==> config.mk <==
export PLATFORM = sky130hd
export DESIGN_NAME = acb_config_bank
export DESIGN_NICKNAME = d
export VERILOG_FILES = /design/src/core/acb_volume_ramp.v /design/src/core/acb_diag_seq.v /design/src/core/acb_config_bank.v
export VERILOG_INCLUDE_DIRS = /design/src /design/src/core
export SDC_FILE = /design/constraint.sdc
export NUM_CORES = 1
export LEC_CHECK = 0
export BUFFER_PORTS_ARGS = -buffer_cell sky130_fd_sc_hd__buf_2
export CORE_MARGIN = 1
export CORE_UTILIZATION = 25
export DETAILED_ROUTE_END_ITERATION = 8
export GPL_TIMING_DRIVEN = 0
export PLACE_DENSITY_LB_ADDON = 0.3
export SETUP_SLACK_MARGIN = 0.4
export SYNTH_ARGS = -nofsm -noshare
export SYNTH_HDL_FRONTEND = slang
export SYNTH_SLANG_ARGS = --single-unit
==> constraint.sdc <==
create_clock -name clk_sys -period 8.5 [get_ports clk_sys]
set_input_delay 1.275 -clock clk_sys [delete_from_list [all_inputs] [get_ports clk_sys]]
set_output_delay 1.275 -clock clk_sys [all_outputs]
set_load 0.05 [all_outputs]
==> src/core/acb_defs.vh <==
`ifndef ACB_DEFS_VH
`define ACB_DEFS_VH
// --------------------------------------------------------------
// register offsets
// --------------------------------------------------------------
`define ACB_ADDR_PROT_GAIN 8'h01
`define ACB_ADDR_SWITCHING 8'h02
`define ACB_ADDR_SERIAL_PORT 8'h03
`define ACB_ADDR_CHAN_STATE 8'h04
`define ACB_ADDR_CHAN_VOLUME 8'h05
`define ACB_ADDR_CHECK_CTRL 8'h09
`define ACB_ADDR_CHECK_THRESH 8'h0A
// --------------------------------------------------------------
// reset values
// --------------------------------------------------------------
`define ACB_RST_PROT_GAIN 8'h32
`define ACB_RST_SWITCHING 8'h62
`define ACB_RST_SERIAL_PORT 8'h04
`define ACB_RST_CHAN_STATE 8'h55
`define ACB_RST_CHAN_VOLUME 8'hCF
`define ACB_RST_CHECK_CTRL 8'h00
`define ACB_RST_CHECK_THRESH 8'h11
// --------------------------------------------------------------
// field positions
// --------------------------------------------------------------
`define ACB_BIT_HIGHPASS_SKIP 7
`define ACB_BIT_OC_SEL 4
`define ACB_BIT_OVERSAMPLE 2
`define ACB_BIT_DIAG_ABORT 7
`define ACB_BIT_RAMP_DOUBLE 6
`define ACB_BIT_SETTLE_DOUBLE 5
`define ACB_BIT_LINE_OUT_EN 1
`define ACB_BIT_AUTO_SKIP 0
// --------------------------------------------------------------
// encodings
// --------------------------------------------------------------
`define ACB_STATE_PLAY 2'b00
`define ACB_STATE_HIZ 2'b01
`define ACB_STATE_MUTE 2'b10
`define ACB_STATE_DIAG 2'b11
`define ACB_VOL_MUTE_BELOW 8'h07
`define ACB_VOL_STEP_MAX 4'h8
`endif

==> src/core/acb_volume_ramp.v <==
`include "acb_defs.vh"
// volume ramp: one 0.5 dB step per 1/2/4/8 frame syncs
module acb_volume_ramp (
  input wire clk_sys,
  input wire rst_n,
  input wire frame_sync,
  input wire [1:0] step_rate,
  input wire [7:0] target,
  output reg [7:0] applied_ff
);
  reg [2:0] cnt_ff;
  reg [2:0] nxt_cnt;
  reg [7:0] nxt_applied;
  wire [2:0] lim;
  // --------------------------------------------------------------
  // period select
  // --------------------------------------------------------------
  assign lim = (3'b001 << step_rate) - 3'b001;
  // step only on frame sync, counting periods between steps
  always @*
  begin
    nxt_cnt = cnt_ff;
    nxt_applied = applied_ff;
    if (frame_sync)
    begin
      if (cnt_ff >= lim)
      begin
        nxt_cnt = 3'b000;
        if (applied_ff < target)
          nxt_applied = applied_ff + 8'h01;
        else if (applied_ff > target)
          nxt_applied = applied_ff - 8'h01;
      end
      else
        nxt_cnt = cnt_ff + 3'b001;
    end
  end
  always @(posedge clk_sys)
  begin
    if (!rst_n)
    begin
      cnt_ff <= 3'b000;
      applied_ff <= `ACB_RST_CHAN_VOLUME;
    end
    else
    begin
      cnt_ff <= nxt_cnt;
      applied_ff <= nxt_applied;
    end
  end
endmodule // acb_volume_ramp

==> src/core/acb_diag_seq.v <==
`include "acb_defs.vh"
// dc diagnostic request sequencer
module acb_diag_seq (
  input wire clk_sys,
  input wire rst_n,
  input wire [1:0] state_req,
  input wire auto_skip,
  input wire abort,
  input wire chan_fault,
  input wire diag_done,
  output reg diag_run_ff
);
  reg [1:0] prev_ff;
  wire leave_hiz;
  // leaving high impedance is the trigger, not staying out of it
  assign leave_hiz = (prev_ff == `ACB_STATE_HIZ) &&
                     (state_req != `ACB_STATE_HIZ);
  always @(posedge clk_sys)
  begin
    if (!rst_n)
    begin
      prev_ff <= `ACB_STATE_HIZ;
      diag_run_ff <= 1'b0;
    end
    else
    begin
      prev_ff <= state_req;
      if (abort)
        diag_run_ff <= 1'b0;
      else if (state_req == `ACB_STATE_DIAG)
        diag_run_ff <= 1'b1;
      else if (!auto_skip && (leave_hiz || chan_fault))
        diag_run_ff <= 1'b1;
      else if (diag_done)
        diag_run_ff <= 1'b0;
    end
  end
endmodule // acb_diag_seq

==> src/core/acb_config_bank.v <==
// Contract
// highpass_skip 0 keeps high-pass filter, 1 bypasses it; resets 0.
// warning level 00..11 picks 140,130,120,110 C; resets 01.
// overcurrent select 0 is level 1, 1 is level 2; resets 1.
// volume moves one step per 1,2,4,8 frame syncs; resets 00.
// gain 00..11 picks 7.5,15,21,29 V peak; resets 10.
// switching field: 000 8x,001 10x,101/110 38x,010-100 reserved; reset 110.
// code 111 is 48x only at 44.1 kHz family; host avoids at 48k.
// oversample bit 0 gives 64x, 1 gives 128x; resets 0.
// slot select picks slot code+1; high codes only for eight-slot frames.
// format field picks framing; 111 reserved; resets 100.
// state request: play, high impedance, mute, dc diagnostics; resets 01.
// volume 0.5 dB steps, below 0x07 mutes; resets 0xCF.
// writing abort 1 stops diagnostics; host writes it back to 0.
// ramp_double doubles diagnostic ramp time; resets 0.
// settle_double doubles diagnostic settling time; resets 0.
// line-output detection only while line_out_diag_en is 1.
// auto_skip 0 runs diagnostics on leaving high impedance or fault.
// short threshold in 0.5 ohm steps, code plus one; resets 0001.
// multi-byte writes acknowledge each byte and advance pointer by one.
// host writes reserved codes and bits only with reset values.
`include "acb_defs.vh"
module acb_config_bank (
  input wire clk_sys,
  input wire rst_n,
  // byte stream from the two-wire control bus front end
  input wire xfer_start,
  input wire addr_valid,
  input wire [7:0] addr_byte,
  input wire wr_valid,
  input wire [7:0] wr_byte,
  input wire rd_req,
  output reg ack_ff,
  output reg [7:0] rd_data_ff,
  // audio and diagnostic status
  input wire frame_sync,
  input wire chan_fault,
  input wire diag_done,
  // decoded controls
  output reg highpass_skip_ff,
  output reg [1:0] overtemp_warn_level_ff,
  output reg overcurrent_level_sel_ff,
  output reg [1:0] gain_sel_ff,
  output reg [2:0] pwm_rate_sel_ff,
  output reg modulator_oversample_ff,
  output reg [1:0] sample_rate_sel_ff,
  output reg [2:0] slot_sel_ff,
  output reg [2:0] input_format_ff,
  output reg [1:0] channel_state_req_ff,
  output reg [7:0] applied_volume_ff,
  output reg volume_mute_ff,
  output reg diag_run_ff,
  output reg ramp_double_ff,
  output reg settle_double_ff,
  output reg line_out_diag_en_ff,
  output reg [3:0] short_load_threshold_ff
);
  // --------------------------------------------------------------
  // storage
  // --------------------------------------------------------------
  reg [7:0] prot_gain_ff;
  reg [7:0] switching_ff;
  reg [7:0] serial_port_ff;
  reg [7:0] chan_state_ff;
  reg [7:0] chan_volume_ff;
  reg [7:0] check_ctrl_ff;
  reg [7:0] check_thresh_ff;
  reg [7:0] ptr_ff;
  reg [7:0] nxt_ptr;
  wire [7:0] ramp_vol;
  wire diag_run_w;

  // unmapped addresses read zero and ignore writes
  function [7:0] acb_read_mux;
    input [7:0] a;
    input [7:0] r1, r2, r3, r4, r5, r9, r10;
    begin
      case (a)
        `ACB_ADDR_PROT_GAIN: acb_read_mux = r1;
        `ACB_ADDR_SWITCHING: acb_read_mux = r2;
        `ACB_ADDR_SERIAL_PORT: acb_read_mux = r3;
        `ACB_ADDR_CHAN_STATE: acb_read_mux = r4;
        `ACB_ADDR_CHAN_VOLUME: acb_read_mux = r5;
        `ACB_ADDR_CHECK_CTRL: acb_read_mux = r9;
        `ACB_ADDR_CHECK_THRESH: acb_read_mux = r10;
        default: acb_read_mux = 8'h00;
      endcase
    end
  endfunction

  // --------------------------------------------------------------
  // register pointer
  // --------------------------------------------------------------
  // pointer loads from the address byte, then advances per data byte
  always @*
  begin
    nxt_ptr = ptr_ff;
    if (addr_valid)
      nxt_ptr = addr_byte;
    else if (wr_valid || rd_req)
      nxt_ptr = ptr_ff + 8'h01;
  end

  always @(posedge clk_sys)
  begin
    if (!rst_n)
    begin
      ptr_ff <= 8'h00;
      ack_ff <= 1'b0;
      rd_data_ff <= 8'h00;
    end
    else
    begin
      ptr_ff <= nxt_ptr;
      ack_ff <= addr_valid | wr_valid;
      if (rd_req)
        rd_data_ff <= acb_read_mux(ptr_ff, prot_gain_ff, switching_ff,
          serial_port_ff, chan_state_ff, chan_volume_ff, check_ctrl_ff,
          check_thresh_ff);
    end
  end

  // --------------------------------------------------------------
  // register writes
  // --------------------------------------------------------------
  // all bits stored as written; reserved codes are the host's care
  always @(posedge clk_sys)
  begin
    if (!rst_n)
    begin
      prot_gain_ff <= `ACB_RST_PROT_GAIN;
      switching_ff <= `ACB_RST_SWITCHING;
      serial_port_ff <= `ACB_RST_SERIAL_PORT;
      chan_state_ff <= `ACB_RST_CHAN_STATE;
      chan_volume_ff <= `ACB_RST_CHAN_VOLUME;
      check_ctrl_ff <= `ACB_RST_CHECK_CTRL;
      check_thresh_ff <= `ACB_RST_CHECK_THRESH;
    end
    else if (wr_valid && !xfer_start)
    begin
      case (ptr_ff)
        `ACB_ADDR_PROT_GAIN: prot_gain_ff <= wr_byte;
        `ACB_ADDR_SWITCHING: switching_ff <= wr_byte;
        `ACB_ADDR_SERIAL_PORT: serial_port_ff <= wr_byte;
        `ACB_ADDR_CHAN_STATE: chan_state_ff <= wr_byte;
        `ACB_ADDR_CHAN_VOLUME: chan_volume_ff <= wr_byte;
        `ACB_ADDR_CHECK_CTRL: check_ctrl_ff <= wr_byte;
        `ACB_ADDR_CHECK_THRESH: check_thresh_ff <= wr_byte;
        default: ;
      endcase
    end
  end

  // --------------------------------------------------------------
  // ramp and diagnostic helpers
  // --------------------------------------------------------------
  acb_volume_ramp u_ramp (
    .clk_sys(clk_sys),
    .rst_n(rst_n),
    .frame_sync(frame_sync),
    .step_rate(prot_gain_ff[3:2]),
    .target(chan_volume_ff),
    .applied_ff(ramp_vol)
  );

  acb_diag_seq u_diag (
    .clk_sys(clk_sys),
    .rst_n(rst_n),
    .state_req(chan_state_ff[7:6]),
    .auto_skip(check_ctrl_ff[`ACB_BIT_AUTO_SKIP]),
    .abort(check_ctrl_ff[`ACB_BIT_DIAG_ABORT]),
    .chan_fault(chan_fault),
    .diag_done(diag_done),
    .diag_run_ff(diag_run_w)
  );

  // --------------------------------------------------------------
  // decoded outputs
  // --------------------------------------------------------------
  // registered copies so every output leaves from a flip-flop
  always @(posedge clk_sys)
  begin
    if (!rst_n)
    begin
      highpass_skip_ff <= 1'b0;
      overtemp_warn_level_ff <= 2'b01;
      overcurrent_level_sel_ff <= 1'b1;
      gain_sel_ff <= 2'b10;
      pwm_rate_sel_ff <= 3'b110;
      modulator_oversample_ff <= 1'b0;
      sample_rate_sel_ff <= 2'b00;
      slot_sel_ff <= 3'b000;
      input_format_ff <= 3'b100;
      channel_state_req_ff <= `ACB_STATE_HIZ;
      applied_volume_ff <= `ACB_RST_CHAN_VOLUME;
      volume_mute_ff <= 1'b0;
      diag_run_ff <= 1'b0;
      ramp_double_ff <= 1'b0;
      settle_double_ff <= 1'b0;
      line_out_diag_en_ff <= 1'b0;
      short_load_threshold_ff <= 4'b0001;
    end
    else
    begin
      highpass_skip_ff <= prot_gain_ff[`ACB_BIT_HIGHPASS_SKIP];
      overtemp_warn_level_ff <= prot_gain_ff[6:5];
      overcurrent_level_sel_ff <= prot_gain_ff[`ACB_BIT_OC_SEL];
      gain_sel_ff <= prot_gain_ff[1:0];
      pwm_rate_sel_ff <= switching_ff[6:4];
      modulator_oversample_ff <= switching_ff[`ACB_BIT_OVERSAMPLE];
      sample_rate_sel_ff <= serial_port_ff[7:6];
      slot_sel_ff <= serial_port_ff[5:3];
      input_format_ff <= serial_port_ff[2:0];
      channel_state_req_ff <= chan_state_ff[7:6];
      applied_volume_ff <= ramp_vol;
      volume_mute_ff <= (ramp_vol < `ACB_VOL_MUTE_BELOW);
      diag_run_ff <= diag_run_w;
      ramp_double_ff <= check_ctrl_ff[`ACB_BIT_RAMP_DOUBLE];
      settle_double_ff <= check_ctrl_ff[`ACB_BIT_SETTLE_DOUBLE];
      line_out_diag_en_ff <= check_ctrl_ff[`ACB_BIT_LINE_OUT_EN];
      short_load_threshold_ff <= check_thresh_ff[7:4];
    end
  end
endmodule // acb_config_bank

## After elaboration in Yosys (flattened, before gate mapping)

Index checks and enable logic that the tools add are counted.
Widths: inputs -> output; s select.

| word-level totals | value |
|---|---|
| flip-flop bits (word level) | 122 |
| input port bits | 25 |
| output and inout bits | 46 |
| logic and storage cells | 80 |

| cells by class | value |
|---|---|
| $add $sub $neg | 5 |
| order comparisons | 4 |
| equality and inequality tests | 10 |
| shifts and indexed selects | 1 |
| mux-type cells | 9 |
| bitwise operators | 2 |
| reductions and logical operators | 19 |

Operator list:

| operator | number |
|---|---|
| $pmux 8 s7 | 1 |
| $mux 8 | 4 |
| $add 8x1->8 const B | 2 |
| $eq 8x2->1 const B | 2 |
| $eq 8x3->1 const B | 2 |
| $eq 8x4->1 const B | 2 |
| $reduce_and 2->1 | 7 |
| $eq 8x1->1 const B | 1 |
| $gt 8x8->1 | 1 |
| $lt 8x3->1 const B | 1 |
| $lt 8x8->1 | 1 |
| $sub 8x1->8 const B | 1 |
| $reduce_bool 2->1 | 2 |
| $add 3x1->3 const B | 1 |
| $ge 3x3->1 | 1 |
| $logic_and 1x1->1 | 3 |
| $mux 1 | 3 |
| $mux 3 | 1 |
| $reduce_and 3->1 | 1 |
| $reduce_bool 3->1 | 1 |
| $shl 1x2->3 const A | 1 |
| $sub 3x1->3 const B | 1 |
| $eq 2x1->1 const B | 1 |
| $eq 2x2->1 const B | 1 |
| other kinds (6) | 8 |

## Depth between registers and ports, before layout

| logic depth | value |
|---|---|
| word-level depth | 6 |
| gate-level depth with buffers | 13 |
| depth with buffers taken out | 13 |

## Cells and area by module

From an unflattened synthesis, not the netlist that was laid out.

| second synthesis, totals | value |
|---|---|
| cells, all modules | 597 |
| area, all modules | 5481.5 um2 |

By module, submodules not included:

| module | times used | cells an instance | area each (um2) | sequential area each (um2) |
|---|---|---|---|---|
| acb_config_bank | 1 | 473 | 4394.2 | 2202.1 |
| acb_volume_ramp | 1 | 113 | 965.9 | 220.2 |
| acb_diag_seq | 1 | 11 | 121.4 | 60.1 |

## Worst setup path before layout

Ideal clock, no wire load.

| timing path | value |
|---|---|
| path kind | register to register |
| from | reg u_ramp.applied_ff[1] |
| to | reg u_ramp.applied_ff[7] |
| library setup time | 121 ps |
| arrival | 2784 ps |
| data required time | 8379 ps |
| slack | 5595 ps |
| stages on the path, launching flop included | 13 |
| path buffers | 0 |
| period minus slack after synthesis | 2905 ps |
| cell sequence | dfxtp_1 > ha_1 > nand2b_1 > a21oi_1 > o21a_1 > or2_2 > ha_1 > a21oi_1 > o21ai_0 > o211ai_1 > a211o_1 > a21oi_1 > mux2_2 |

| on the way | value |
|---|---|
| word-level cells in the longest chain between the ends | 3 |
| elaborated cells on any way between the ends | 8 |
| those cells by class | add/sub: 2; order compare: 2; mux: 2; reduce/logical: 2 |

Ends and longest elaborated chain:

| what | RTL line | RTL |
|---|---|---|
| start: declaration | acb_volume_ramp.v:9 | `output reg [7:0] applied_ff` |
| start signal: assignment | acb_volume_ramp.v:43 | `` applied_ff <= `ACB_RST_CHAN_VOLUME; `` |
| start signal: assignment | acb_volume_ramp.v:48 | `applied_ff <= nxt_applied;` |
| $sub 8x1->8, or another cell as far along | acb_volume_ramp.v:32 | `nxt_applied = applied_ff - 8'h01;` |
| $mux 8 or $reduce_bool 2->1 (tied branches) | -- |  |
| $mux 8 or $reduce_and 3->1 (tied branches) | -- |  |

Several ways; a longest one is shown, not always the timed one. The select of a mux whose other input is x is not followed.
A chain may end at the register's enable or synchronous reset.

## Final worst setup path

Ends and elaborated chain as after synthesis.

==> run metrics <==
Slew Viols, Final 0; Initial Util 25.8%; CTS H-tree lvls 4; final setup violation count 0; share of synthesized registers carrying an async set or reset 0%; Req. time, crit path 8.81 ns; sequential area share after synthesis 44.6%; Int Power 1.23 mW; CTS-repair resized insts 0; Core Box Area 21200 um2; Net Switching 0.581 mW; slew margin rel. 50.6%; Crit Path Max Fanout 7; part of the power in combinational logic 24.9%; #FFs+latches synth 122; Die Y 150 um; pwr/cell area 269 nW/um2; clock share of power 40.3%; Arr. time, crit path 3.56 ns; actual slew at the worst max-slew pin 0.737 ns; first-pass GRT wire length 24100 um; final instance area 6750 um2; initial antenna violation count 0; WL/cell 16.1 um; Syn Nets 628; clock root cell clkbuf_16; number of synthesized flops with an enable pin 0; Hold Crit Class reg -> reg; DRT iter0 DRCs 213; type of the worst setup path reg -> reg; Flop pwr share 34.8%; clk buf depth 2; Max Freq 308 MHz; count leader, synth dfxtp_1; clk_skew 0.00861 ns; gpl congestion 0.823; min cycle time layout 3.25 ns; r2r endpoint u_ramp.applied_ff[7]$_SDFFE_PN1P_; I/O Buffers 69; die area 22500 um2; Cell Area, Placed 6160 um2; MaxCap Viol Count 0; Clock Sinks 122; CTS Buf Count 17; synthesis warning total 0; # DRC 0; status complete, no violations; drt total wl 15400 um; Yosys top cell area share 44.6%; cts hold-fix bufs 0; Most used DFF post-synth dfxtp_1; Startpoint Class flop; R2R Setup Slk 5.25 ns; final core utilization 31.8%; hold_sp check_ctrl_ff[7]$_SDFFE_PN0P_; Sw Share 32.0%; GRT Total Usage 14.6%; num ports 71; P_leak 2.91 nW; Worst Hold End u_diag.diag_run_ff$_SDFFE_PP0P_; post-CTS setup buffers 0; DR vias/cell 4.51; CTS tree yes; Area Overhead vs Synth 23.4%; Die X 150 um; placement row count 53; largest cells by area after synthesis dfxtp_1, mux2i_1, ha_1, nand2_1, nor2b_1; crit path capture type flop; cells after synthesis 580; ANT nets after route 0; fin nets 716; diode count 0; Yosys top cell by area dfxtp_1; Netlist cell types 54; Reg clk slew, reported paths 0.06 ns; syn avg cell area 9.43 um2; final hold viol count 0; hold path depth 1; RSZ-0062 raised after global routing no; drt pass-1 iters 7; Final Cycle Share 38.2%; share of layout cells above drive strength 1 18.1%; worst r2r path cells 12; Worst IR Drop VDD 130 uV; TNS Setup 0 ns; vias in the first global route 4207; grt ovf 0; DP HPWL 11200 um; via count 4316; worst-skew pair later-pin latency 0.42 ns; Synth Cell Area 5470 um2; largest net degree at the start of global routing 17; origin of the critical flop-to-flop path u_ramp.applied_ff[1]$_SDFFE_PN1P_; top post-synthesis cells by count dfxtp_1, nand2_1, mux2i_1
cell type report:
cell class,instances,area [um2]
inverter,19,71.3
tap,275,344
clock buffer,17,425
timing repair buffer,69,345
buffer,29,144
fill,2292,14500
sequential,122,2440
clock inverter,15,165
multi-input combinational,410,2810
metal layers:
layer | GRT usage (%) | share of wire, %
met1 | 20.0 | 50
met4 | 5.81 | 1.6
met2 | 21.8 | 43
met3 | 3.60 | 5.1
met5 | 0 | 0
placed cells by master (no fill, tap or decap), types with 11 or more instances in the layout:
| cell type | Yosys | routed |
|---|---|---|
| a21oi_1 | 17 | 17 |
| and2_1 | 32 | 32 |
| buf_2 | 4 | 73 |
| clkbuf_1 | 17 | 17 |
| clkbuf_16 | 0 | 17 |
| dfxtp_1 | 122 | 122 |
| ha_1 | 22 | 22 |
| inv_1 | 19 | 19 |
| mux2i_1 | 52 | 52 |
| nand2_1 | 68 | 68 |
| nand2b_1 | 21 | 21 |
| nand3_1 | 21 | 21 |
| nor2_1 | 17 | 17 |
| nor2b_1 | 39 | 39 |
| o211ai_1 | 11 | 11 |
| o21ai_0 | 20 | 20 |
critical path, stage by stage, from the launching register on:
cell and delay, ns:
dfxtp_1 0.48, ha_1 0.30, nand2b_1 0.08, a21oi_1 0.08
o21a_1 0.21, or2_2 0.37, ha_1 0.38, a21oi_1 0.08
o21ai_0 0.23, o211ai_1 0.17, a211o_1 0.29, a21oi_1 0.15
mux2_2 0.34
sequential cells by signal, indices dropped and copies added (netlist names), 2 cells and up:
signal / flops
chan_state_ff: 8
gain_sel_ff: 2
prot_gain_ff: 8
check_ctrl_ff: 8
input_format_ff: 3
sample_rate_sel_ff: 2
check_thresh_ff: 8
pwm_rate_sel_ff: 3
rd_data_ff: 8
u_diag.prev_ff: 2
overtemp_warn_level_ff: 2
u_ramp.cnt_ff: 3
u_ramp.applied_ff: 8
serial_port_ff: 8
chan_volume_ff: 8
applied_volume_ff: 8
ptr_ff: 8
slot_sel_ff: 3
short_load_threshold_ff: 4
switching_ff: 8
cells by family after synthesis:
logic type,after synthesis,share of synthesized area [%]
adders and majority gates,23,5.40
AOI/OAI and AO/OA,97,12.0
DFF,122,44.6
xor gates and xnor gates,12,1.92
muxes,54,9.93
buffers and inverters,48,3.93
and+or+nand+nor,224,22.2
per-stage QoR:
| step | cells | power (mW) | hold WS [ns] | setup WS, ns |
|---|---|---|---|---|
| global route | 956 | 1.92 | 0.485 | 5.01 |
| detailed placement | 924 | 1.10 | 0.450 | 5.25 |
| CTS | 956 | 1.84 | 0.466 | 5.23 |
| floorplan | 580 | 0.998 | 0.420 | 5.60 |
| finish | 956 | 1.82 | 0.465 | 5.25 |
| global placement | 924 | 1.09 | 0.444 | 5.27 |
how the worst max path moves through the flow:
stage	from	end	slack, ns	cells past startpoint
finish	u_ramp.applied_ff[1]$_SDFFE_PN1P_	u_ramp.applied_ff[7]$_SDFFE_PN1P_	5.25	12
global route	u_ramp.applied_ff[1]$_SDFFE_PN1P_	u_ramp.applied_ff[7]$_SDFFE_PN1P_	5.01	12
CTS	u_ramp.applied_ff[1]$_SDFFE_PN1P_	u_ramp.applied_ff[7]$_SDFFE_PN1P_	5.23	12
detailed placement	u_ramp.applied_ff[1]$_SDFFE_PN1P_	u_ramp.applied_ff[7]$_SDFFE_PN1P_	5.25	12
global placement	u_ramp.applied_ff[1]$_SDFFE_PN1P_	u_ramp.applied_ff[7]$_SDFFE_PN1P_	5.27	12
floorplan	u_ramp.applied_ff[1]$_SDFFE_PN1P_	u_ramp.applied_ff[7]$_SDFFE_PN1P_	5.60	12
power groups by stage:
stage	Sequential, mW	Clock, mW	Combinational (mW)
after floorplan	0.662	0	0.336
after global placement	0.645	0	0.449
after detailed placement	0.645	0	0.452
after CTS	0.632	0.746	0.456
after global routing	0.637	0.773	0.514
final	0.631	0.731	0.453
(Power assumes the default switching activity.)
